`src/pkg/btm_pkg.sv`:
```
// Package with register map, field layout and types for the bus transceiver mode registers.
`default_nettype none
package btm_pkg;
	localparam logic [6:0] AddrBusA     = 7'h04;
	localparam logic [6:0] AddrBusB     = 7'h05;
	localparam logic [7:0] ResetBusA    = 8'h20;
	localparam logic [7:0] ResetBusB    = 8'h00;
	localparam logic [7:0] MaskBusB     = 8'h23;
	localparam logic [4:0] FailSafeLow  = 5'h09;
	localparam logic [1:0] ModeOff      = 2'h0;
	localparam logic [1:0] ModeWake     = 2'h1;
	localparam logic [1:0] ModeRxOnly   = 2'h2;
	localparam logic [1:0] ModeNormal   = 2'h3;
	localparam int         BitFlash     = 7;
	localparam int         BitLowSlope  = 6;
	localparam int         BitTxTimeout = 5;
	localparam int         BitPeakTh    = 5;

	typedef enum logic [2:0] {
		SbcInit     = 3'h0,
		SbcNormal   = 3'h1,
		SbcStop     = 3'h3,
		SbcSleep    = 3'h2,
		SbcRestart  = 3'h6,
		SbcFailSafe = 3'h7
	} btm_sbc_mode_t;

	typedef struct packed {
		logic       linFlash;
		logic       linLowSlopeSel;
		logic       linTxTimeoutEn;
		logic [1:0] linMode;
		logic       selectiveWake;
		logic [1:0] canMode;
	} btm_bus_a_t;

	typedef struct packed {
		logic       regulatorPeakThresholdSel;
		logic [1:0] secondLinMode;
	} btm_bus_b_t;

	typedef struct packed {
		logic       linFlash;
		logic       linLowSlopeSel;
		logic       linTxTimeoutEn;
		logic [1:0] linMode;
		logic       selectiveWake;
		logic [1:0] canMode;
		logic [1:0] secondLinMode;
		logic       regulatorPeakThresholdSel;
	} btm_xcvr_cfg_t;

	typedef struct packed {
		logic       wr;
		logic [6:0] addr;
		logic [7:0] data;
	} btm_access_t;
endpackage
`default_nettype wire

```
`src/core/btm_sync.sv`:
```
// Three-stage synchroniser that accepts a change once the last two stages agree.
`timescale 1ns/1ps
`default_nettype none
module btm_sync (
	input  wire logic mclk,
	input  wire logic resetn,
	input  wire logic clkEn,
	input  wire logic din,
	output var  logic dout
);
	import btm_pkg::*;

	typedef struct packed {
		logic [2:0] stage;
		logic       level;
	} btm_sync_state_t;

	btm_sync_state_t s_q;
	btm_sync_state_t s_d;

	always_comb begin
		s_d = s_q;
		s_d.stage = {s_q.stage[1:0], din};
		if (s_q.stage[1] == s_q.stage[2]) begin
			s_d.level = s_q.stage[2];
		end
	end

	// Reset value is high because the input is an idle-high chip select.
	always_ff @(posedge mclk) begin
		if (!resetn) begin
			s_q <= '{stage: 3'h7, level: 1'b1};
		end else if (clkEn) begin
			s_q <= s_d;
		end
	end

	assign dout = s_q.level;
endmodule
`default_nettype wire

```
`src/core/btm_mode_ctrl.sv`:
```
// Automatic rewrite of the CAN and first LIN mode fields on SBC mode entry.
`timescale 1ns/1ps
`default_nettype none
module btm_mode_ctrl (
	input  wire logic                    sysErrorEnable,
	input  wire btm_pkg::btm_sbc_mode_t  modeEntry,
	input  wire logic                    entryValid,
	input  wire btm_pkg::btm_bus_a_t     cur,
	output var  btm_pkg::btm_bus_a_t     nxt
);
	import btm_pkg::*;

	always_comb begin
		nxt = cur;
		if (entryValid) begin
			case (modeEntry)
				SbcSleep: begin
					if (cur.canMode == ModeNormal && !sysErrorEnable) begin
						nxt.canMode = ModeWake;
					end else if (cur.canMode == ModeRxOnly) begin
						nxt.canMode = ModeWake;
					end
				end
				SbcStop: begin
					nxt.canMode = cur.canMode;
				end
				SbcFailSafe: begin
					// The top three configuration bits are kept; only the low five are forced.
					{nxt.linMode, nxt.selectiveWake, nxt.canMode} = FailSafeLow;
				end
				default: begin
					nxt = cur;
				end
			endcase
		end
	end
endmodule
`default_nettype wire

```
`src/core/btm_regs.sv`:
```
// Bus transceiver mode register bank with host access and automatic mode updates.
`timescale 1ns/1ps
`default_nettype none
module btm_regs (
	input  wire logic                   mclk,
	input  wire logic                   resetn,
	input  wire logic                   clkEn,
	input  wire logic                   softReset,
	input  wire logic                   restart,
	input  wire btm_pkg::btm_access_t   access,
	input  wire logic                   accessValid,
	input  wire logic                   chipSelectN,
	input  wire btm_pkg::btm_sbc_mode_t sbcMode,
	input  wire logic                   modeEntry,
	input  wire logic                   systemErrorEnable,
	input  wire logic                   intGlobal,
	input  wire logic                   statusEvent,
	input  wire logic                   wakeEvent,
	input  wire logic [1:0]             restartLinMode,
	input  wire logic [1:0]             restartCanMode,
	input  wire logic [1:0]             restartSecondLinMode,
	output var  logic [7:0]             readData,
	output var  logic                   spiFail,
	output var  logic                   intReq,
	output var  btm_pkg::btm_xcvr_cfg_t xcvrCfg
);
	import btm_pkg::*;

	typedef struct packed {
		btm_bus_a_t     busA;
		btm_bus_b_t     busB;
		logic           pendFlash;
		logic           pendLowSlope;
		logic [7:0]     rdata;
		logic           fail;
		logic           irq;
		btm_xcvr_cfg_t  cfg;
	} btm_regs_state_t;

	btm_regs_state_t s_q;
	btm_regs_state_t s_d;
	btm_bus_a_t      autoA;
	logic            chip_select_n;
	logic            csNPrev;

	function automatic logic [7:0] readB(input btm_bus_b_t b);
		readB = 8'h00;
		readB[BitPeakTh] = b.regulatorPeakThresholdSel;
		readB[1:0] = b.secondLinMode;
		readB = readB & MaskBusB;
	endfunction

	btm_sync u_csSync (
		.mclk   (mclk),
		.resetn (resetn),
		.clkEn  (clkEn),
		.din    (chipSelectN),
		.dout   (chip_select_n)
	);

	btm_mode_ctrl u_modeCtrl (
		.sysErrorEnable (systemErrorEnable),
		.modeEntry      (sbcMode),
		.entryValid     (modeEntry),
		.cur            (s_q.busA),
		.nxt            (autoA)
	);

	// ==========================================================
	// Next state.
	always_comb begin
		s_d = s_q;
		s_d.busA = autoA;
		s_d.fail = 1'b0;
		if (modeEntry && sbcMode == SbcFailSafe) begin
			s_d.busB.secondLinMode = ModeWake;
		end
		if (accessValid && access.wr && !modeEntry) begin
			if (access.addr == AddrBusA) begin
				s_d.busA = btm_bus_a_t'(access.data);
				s_d.busA.linFlash = s_q.busA.linFlash;
				s_d.busA.linLowSlopeSel = s_q.busA.linLowSlopeSel;
				s_d.pendFlash = access.data[BitFlash];
				s_d.pendLowSlope = access.data[BitLowSlope];
			end else if (access.addr == AddrBusB) begin
				s_d.busB.secondLinMode = access.data[1:0];
				if (sbcMode == SbcInit || sbcMode == SbcNormal) begin
					s_d.busB.regulatorPeakThresholdSel = access.data[BitPeakTh];
				end
			end
		end
		if (chip_select_n && !csNPrev) begin
			s_d.busA.linFlash = s_q.pendFlash;
			s_d.busA.linLowSlopeSel = s_q.pendLowSlope;
		end
		if (restart) begin
			s_d.busA = s_q.busA;
			s_d.busA.linMode = restartLinMode;
			s_d.busA.canMode = restartCanMode;
			s_d.busB.secondLinMode = restartSecondLinMode;
		end
		if (accessValid && !access.wr) begin
			case (access.addr)
				AddrBusA: s_d.rdata = 8'(s_q.busA);
				AddrBusB: s_d.rdata = readB(s_q.busB);
				default: s_d.rdata = 8'h00;
			endcase
		end
		s_d.irq = statusEvent && intGlobal || wakeEvent;
		s_d.cfg = '{linFlash: s_d.busA.linFlash, linLowSlopeSel: s_d.busA.linLowSlopeSel,
			linTxTimeoutEn: s_d.busA.linTxTimeoutEn, linMode: s_d.busA.linMode,
			selectiveWake: s_d.busA.selectiveWake, canMode: s_d.busA.canMode,
			secondLinMode: s_d.busB.secondLinMode,
			regulatorPeakThresholdSel: s_d.busB.regulatorPeakThresholdSel};
	end

	// ==========================================================
	// State registers.
	always_ff @(posedge mclk) begin
		if (!resetn || (softReset && clkEn)) begin
			s_q <= '{busA: btm_bus_a_t'(ResetBusA), busB: '0, pendFlash: 1'b0,
				pendLowSlope: 1'b0, rdata: 8'h00, fail: 1'b0, irq: 1'b0,
				cfg: btm_xcvr_cfg_t'({ResetBusA, 3'h0})};
			csNPrev <= 1'b1;
		end else if (clkEn) begin
			s_q <= s_d;
			csNPrev <= chip_select_n;
		end
	end

	assign readData = s_q.rdata;
	assign spiFail  = s_q.fail;
	assign intReq   = s_q.irq;
	assign xcvrCfg  = s_q.cfg;
endmodule
`default_nettype wire

```
`config.mk`:
```
export PLATFORM = sky130hd
export DESIGN_NAME = btm_regs
export DESIGN_NICKNAME = d
export VERILOG_FILES = /design/src/pkg/btm_pkg.sv /design/src/core/btm_sync.sv /design/src/core/btm_mode_ctrl.sv /design/src/core/btm_regs.sv
export SDC_FILE = /design/constraint.sdc
export NUM_CORES = 1
export LEC_CHECK = 0
export ABC_AREA = 1
export BUFFER_PORTS_ARGS = -buffer_cell sky130_fd_sc_hd__buf_4
export CORE_MARGIN = 2
export CORE_UTILIZATION = 47
export DETAILED_ROUTE_END_ITERATION = 8
export PLACE_DENSITY = 0.76
export SLEW_MARGIN = 0
export SYNTH_ARGS = -nofsm -noshare
export SYNTH_HDL_FRONTEND = slang
export SYNTH_SLANG_ARGS = --single-unit
```
`constraint.sdc`:
```
create_clock -name mclk -period 1.05 [get_ports mclk]
set_input_delay 0.0525 -clock mclk [delete_from_list [all_inputs] [get_ports mclk]]
set_output_delay 0.0525 -clock mclk [all_outputs]
set_load 0.02 [all_outputs]
```
==> flow_metrics.py, run 1 <==
metrics = {
    "power": {
        "p_clk_frac": 0.224,
        "p_int_mw": 1.422,
        "p_leak_nw": 1.002,
        "sw_frac_of_total": 0.2713,
        "power.share.combinational": 0.222,
        "p_seq_frac": 0.554,
        "p_per_area_nw_per_um2": 949.1,
        "p_sw_mw": 0.5293,
        "ir_drop_mv": 0.8322,
    },
    "yosys": {
        "synth_edf_count": 0,
        "synthesis.instances": 226,
        "synth_nets": 263,
        "synth.top_cell.area_share": 0.3467,
        "yosysWarnings": 0,
        "synthArstFlopShare": 0,
        "avgSynthCellArea_um2": 6.898,
        "synth.most_common_cell": "nand2_1",
        "ys_seq_elements": 27,
        "synth_ff_type": "dfxtp_1",
        "ys_top_cells_by_area": "dfxtp_1, buf_4, nand2_1, inv_1, o21ai_0",
        "yosysSeqAreaShare": 0.3467,
        "synth_area_leader_cell": "dfxtp_1",
        "ys_top_cells_by_count": "nand2_1, inv_1, dfxtp_1",
        "syn_area_um2": 1559,
        "synth_cell_types": 24,
    },
    "grt": {
        "grt_util_all_layers": 0.2084,
        "grt_pass1_vias": 1433,
        "overflow": 0,
        "grt_max_degree": 19,
        "grt_pass1_wl_um": 5906,
        "antenna_found_initial": 0,
    },
    "clocking": {
        "cts_setup_buffers": 0,
        "cts_sinks": 27,
        "cts.clk_slew.worst_paths_ns": 0.14,
        "cts_made_buffers": 3,
        "cts_tree": "yes",
        "clockBufferDepth": 2,
        "cts_root_buf": "clkbuf_4",
        "htree_levels": 1,
        "clock_latency_ns": 0.32,
    },
    "worst_setup_path": {
        "critPathLaunchType": "register",
        "path_class": "reg2out",
        "arrival_ns": 0.93,
        "worst-path-max-fanout": 4,
        "crit_required_ns": 1.00,
        "cp-end-kind": "output port",
        "max_stage_delay_ns": 0.34,
        "path_cells": "buf_4 -> buf_6",
        "cpMaxStageDelayCell": "dfxtp_2",
    },
    "timing": {
        "rsz0062_at_grt": "no",
        "fin_hold_ws_ns": 0.02026,
        "finalCritPeriodShare": 0.9376,
        "setup_viol": 0,
        "fmax_mhz": 1016,
        "drv_slew": 0,
        "fin_crit_ns": 0.9845,
        "hold_viol": 0,
        "skew_ns": 0.001758,
    },
    "final_layout": {
        "layout.nets": 318,
        "drive_gt1_frac": 0.3214,
        "diodes": 0,
        "final_core_util": 0.6625,
        "area_growth_syn_to_layout_pct": 31.86,
    },
    "detailed_routing": {
        "vias_per_cell": 4.725,
        "wl_per_cell_um": 10.82,
        "routed_wl_um": 3507,
        "first_iter_violations": 69,
        "drtAntennaViolNets": 0,
        "first_pass_iters": 4,
        "drc_errors": 0,
        "vias": 1531,
    },
    "die": {
        "fp.dieH_um": 61.60,
        "start_util": 0.5024,
        "die_area_um2": 3794,
        "coreArea_um2": 3103,
        "die_x_um": 61.60,
        "pin_count": 58,
        "rows": 20,
    },
    "place": {
        "place.gp.congestion": 0.8889,
        "hpwl_um": 2731,
        "io_buffers": 56,
    },
    "flow_run": {
        "max-cap-violations": 0,
    },
    "hold_path": {
        "hp-class": "in2reg",
    },
    "outcome": {
        "status": "complete, no violations",
    },
}
## cell usage in the layout (no fill, tap or decap), types with 3 or more instances in the layout
master | netlist | final
buf_4 | 22 | 64
nand2_1 | 44 | 44
inv_1 | 32 | 32
dfxtp_1 | 27 | 26
o21ai_0 | 20 | 20
a21oi_1 | 19 | 19
nor2_1 | 15 | 15
nand3_1 | 14 | 14
dlygate4sd3_1 | 0 | 8
o211ai_1 | 4 | 4
nor2_4 | 4 | 4
nand2_2 | 4 | 4
inv_2 | 4 | 3
nand3_2 | 3 | 3
clkbuf_4 | 0 | 3
## worst paths after layout
path	slack, ns	end	cells after the start	startpoint
max	0.07	xcvrCfg[3]	2	xcvrCfg[3]
min	0.02	s_q[21]	3	access[6]
max reg2reg	0.14	xcvrCfg[4]	7	xcvrCfg[3]
min reg2reg	0.47	xcvrCfg[10]	2	s_q[22]
## kinds of logic (layout without fill, tap and decap cells)
family,after synthesis,in the layout,synth area share
and+or+nand+nor,91,91,0.2873
other,1,1,0.002405
AOI/OAI and AO/OA,47,47,0.1605
DFF,27,27,0.3467
buffers and inverters,60,114,0.2030
## what timing repair did
item	in CTS	in global routing
resized for setup	0	4
hold buffers	7	1
hold endpoints to repair	7	1
endpoints found under the setup margin	0	4
## power groups by stage
stage	clock (mW)	sequential (mW)	combinational, mW
finish	0.436	1.08	0.433
CTS	0.457	1.08	0.427
detailed placement	0	1.10	0.405
global placement	0	1.10	0.401
floorplan	0	1.10	0.228
global route	0.513	1.09	0.478
## routing by layer
| metal | part of all wire | track usage | vias up |
|---|---|---|---|
| li1 | - | - | 801 |
| met1 | 0.44 | 0.2439 | 687 |
| met2 | 0.51 | 0.3805 | 41 |
| met3 | 0.052 | 0.05252 | 2 |
| met4 | 0.0051 | 0.04559 | 0 |
| met5 | 0 | 0 | - |
## flip-flops by register name (all words and copies together), names as in the netlist
signal         flops
s_q                2
u_csSync.s_d       2
u_csSync.s_q       1
csNPrev            1
readData           8
u_csSync.dout      1
xcvrCfg           11
intReq             1
## critical path, delay by kind of cell, from the launching register on
family,cells,cell delay (ns)
DFF,1,0.34
buffers and inverters,2,0.27
## metrics by stage
stage	setup TNS (ns)	total power, mW	instances	instance area [µm²]	setup slack (ns)
floorplan	0	1.330	226	1559	0.1417
global placement	-0.05288	1.503	312	1941	-0.03231
detailed placement	-0.2011	1.509	312	1941	-0.06703
CTS	0	1.965	323	2038	0.03378
global route	0	2.079	324	2056	0.01983
finish	0	1.951	324	2056	0.06549
## layout make-up
cell class	instances	area, µm²
Clock buffer	3	22.52
Clock inverter	1	5.005
Fill cell	311	1047
Inverter	36	137.6
Multi-Input combinational cell	139	701.9
Sequential cell	27	541.8
Tap cell	44	55.05
Timing Repair Buffer	74	591.8
Note: power is estimated with default switching activity, not from simulation.
==> inputs of run 2 (changes only) <==
--- a/config.mk
+++ b/config.mk
@@ -7,3 +7,2 @@
 export LEC_CHECK = 0
-export ABC_AREA = 1
 export BUFFER_PORTS_ARGS = -buffer_cell sky130_fd_sc_hd__buf_4
==> constraint.sdc (replaced) <==
create_clock -name mclk -period 1.05 [get_ports mclk]
set_input_delay 0.1575 -clock mclk [delete_from_list [all_inputs] [get_ports mclk]]
set_output_delay 0.1575 -clock mclk [all_outputs]
set_load 0.02 [all_outputs]
==> flow_metrics.py, run 2 <==
metrics = {
    "final_layout": {
        "nFillCells": 269,
        "layout_common_cells": "buf_4, nand2_1, mux2i_1, dfxtp_2",
        "largest_register_ffs": 11,
        "drive_gt1_frac": 0.4762,
        "regArea_um2": 565.5,
        "multi_input_area_um2": 817.0,
        "area_growth_syn_to_layout_pct": 37.47,
        "final_core_util": 0.6890,
        "final_common_cell": "buf_4",
        "finalNonFillerCells": 275,
        "layout.nets": 269,
        "stdcell_area_um2": 2121,
        "diodes": 0,
    },
    "timing": {
        "hold_viol": 0,
        "rsz0062_at_grt": "yes",
        "fmax_mhz": 910.0,
        "skew_ns": 0.003589,
        "setup_viol": 3,
        "fin_ws_ns": -0.04894,
        "finalCritPeriodShare": 1.047,
        "tns_ns": -0.1065,
        "drv_slew": 0,
        "fin_crit_ns": 1.099,
    },
    "yosys": {
        "yosysSeqAreaShare": 0.3504,
        "yosysWarnings": 0,
        "avgSynthCellArea_um2": 8.816,
        "ys_top_cells_by_count": "dfxtp_1, buf_4, nand2_1",
        "synthesis.instances": 175,
        "ys_seq_elements": 27,
        "synth_cell_types": 39,
        "synth.most_common_cell": "dfxtp_1",
        "synth_edf_count": 0,
        "synth.top_cell.area_share": 0.3504,
        "syn_area_um2": 1543,
        "synth_nets": 212,
        "ys_top_cells_by_area": "dfxtp_1, buf_4, mux2i_1, nand2_1, a21oi_1",
        "synthArstFlopShare": 0,
        "synth_area_leader_cell": "dfxtp_1",
        "synth_ff_type": "dfxtp_1",
    },
    "clocking": {
        "cts_made_buffers": 3,
        "htree_levels": 1,
        "cts_sinks": 27,
        "clock_latency_ns": 0.33,
        "cts_tree": "yes",
        "cts.clk_slew.worst_paths_ns": 0.15,
        "cts_root_buf": "clkbuf_4",
        "clockBufferDepth": 2,
    },
    "die": {
        "die_x_um": 61.29,
        "die_area_um2": 3756,
        "pin_count": 58,
        "coreArea_um2": 3078,
        "start_util": 0.5012,
        "fp.dieH_um": 61.29,
        "rows": 20,
    },
    "detailed_routing": {
        "first_pass_iters": 5,
        "wl_per_cell_um": 13.81,
        "vias_per_cell": 5.353,
        "drc_errors": 0,
        "vias": 1472,
        "first_iter_violations": 58,
        "routed_wl_um": 3799,
        "drtAntennaViolNets": 0,
    },
    "place": {
        "io_buffers": 56,
        "place.gp.congestion": 0.7894,
        "hpwl_um": 2931,
        "dp_cells": 268,
        "postPlaceCellArea_um2": 1983,
    },
    "worst_setup_path": {
        "critPathLaunchType": "register",
        "path_delay_family": "flip-flops",
        "max_stage_delay_ns": 0.39,
        "path_buf_inv": 2,
        "crit_required_ns": 0.89,
        "path_class": "reg2out",
        "cp-end-kind": "output port",
        "worst-path-max-fanout": 4,
        "arrival_ns": 0.94,
        "path_cells": "buf_6 -> buf_6",
        "cpMostUsedCell": "buf_6",
        "cpMaxStageDelayCell": "dfxtp_2",
    },
    "outcome": {
        "status": "finished with violations",
        "violations": "negative setup slack",
    },
    "grt": {
        "grt_util_all_layers": 0.2089,
        "overflow": 0,
        "antenna_found_initial": 0,
        "grt_pass1_wl_um": 5830,
        "grt_max_degree": 17,
        "grt_pass1_vias": 1326,
    },
    "power": {
        "p_per_area_nw_per_um2": 900.0,
        "ir_drop_mv": 0.6969,
        "p_leak_nw": 0.9097,
        "power_mw": 1.909,
    },
    "hold_path": {
        "hp-class": "in2reg",
    },
    "flow_run": {
        "max-cap-violations": 0,
    },
}
==> run 2: cell count changes in the layout (fill, tap and decap cells not counted), moves of 7 or more <==
cell and delta:
a21oi_1 -10, buf_6 +10, dfxtp_1 -15, dfxtp_2 +13
dlygate4sd3_1 -8, inv_1 -31, mux2i_1 +14, nand2_1 -28
nand3_1 -11, nor2b_1 +7, o21ai_0 -16
==> run 2: cell type report <==
type	count	area share
clock inverter	1	0.003540
clock buffer	3	0.01062
timing repair buffer	81	0.3062
sequential	27	0.2667
inverter	1	0.001770
tap	44	0.02596
multi-input combinational	118	0.3853
==> run 2: per-stage QoR <==
step                      hold WS, ns  worst slack [ns]
final                         0.01539          -0.04894
after global routing          0.01078          -0.07626
after CTS                     0.01496          -0.04683
after detailed placement       0.3785           -0.3257
after global placement         0.3747           -0.2680
after floorplan                0.2194           -0.1851
==> run 2: where the power goes <==
group          total (mW)  internal [mW]  switching, mW
Clock               0.472          0.146          0.326
Combinational       0.385          0.212          0.172
Sequential           1.05           1.04         0.0137
==> run 2: path summary, 6_finish.rpt <==
check,slack (ns),depth (start not counted),from,end
max,-0.05,2,xcvrCfg[3],xcvrCfg[3]
min,0.02,2,resetn,u_csSync.s_q[3]
max reg2reg,-0.03,4,xcvrCfg[3],xcvrCfg[3]
min reg2reg,0.46,2,readData[1],readData[1]
==> run 2: kinds of logic after synthesis <==
logic type / after synthesis / share of synthesized area
flip-flops: 27 / 0.3504
multiplexers: 14 / 0.09083
AO/OA/AOI/OAI: 39 / 0.1630
buffers and inverters: 30 / 0.1354
AND/OR/NAND/NOR: 64 / 0.2579
other: 1 / 0.002431
==> run 2: metal layers <==
metal,part of all wire,global-route usage,up-vias,routed length (µm)
met5,0,0,-,0
met4,0.012,0.08075,0,47
met3,0.059,0.05042,6,224
li1,-,-,721,-
met1,0.42,0.2604,692,1607
met2,0.51,0.3480,53,1919
==> run 2: worst register-to-register path, delay by kind of cell, from the launching register on <==
kind	cells	cell delay [ns]
compound gates	3	0.50
flops	1	0.37
mux	1	0.12
==> run 2: repair_timing <==
item                                   in CTS  in global routing
cloned                                      0                  0
setup endpoints to repair                  11                 22
resized for setup                          15                 17
setup buffers                               1                  4
pin swaps                                   2                  6
hold buffers                                0                  0
endpoints found under the hold margin       0                  0
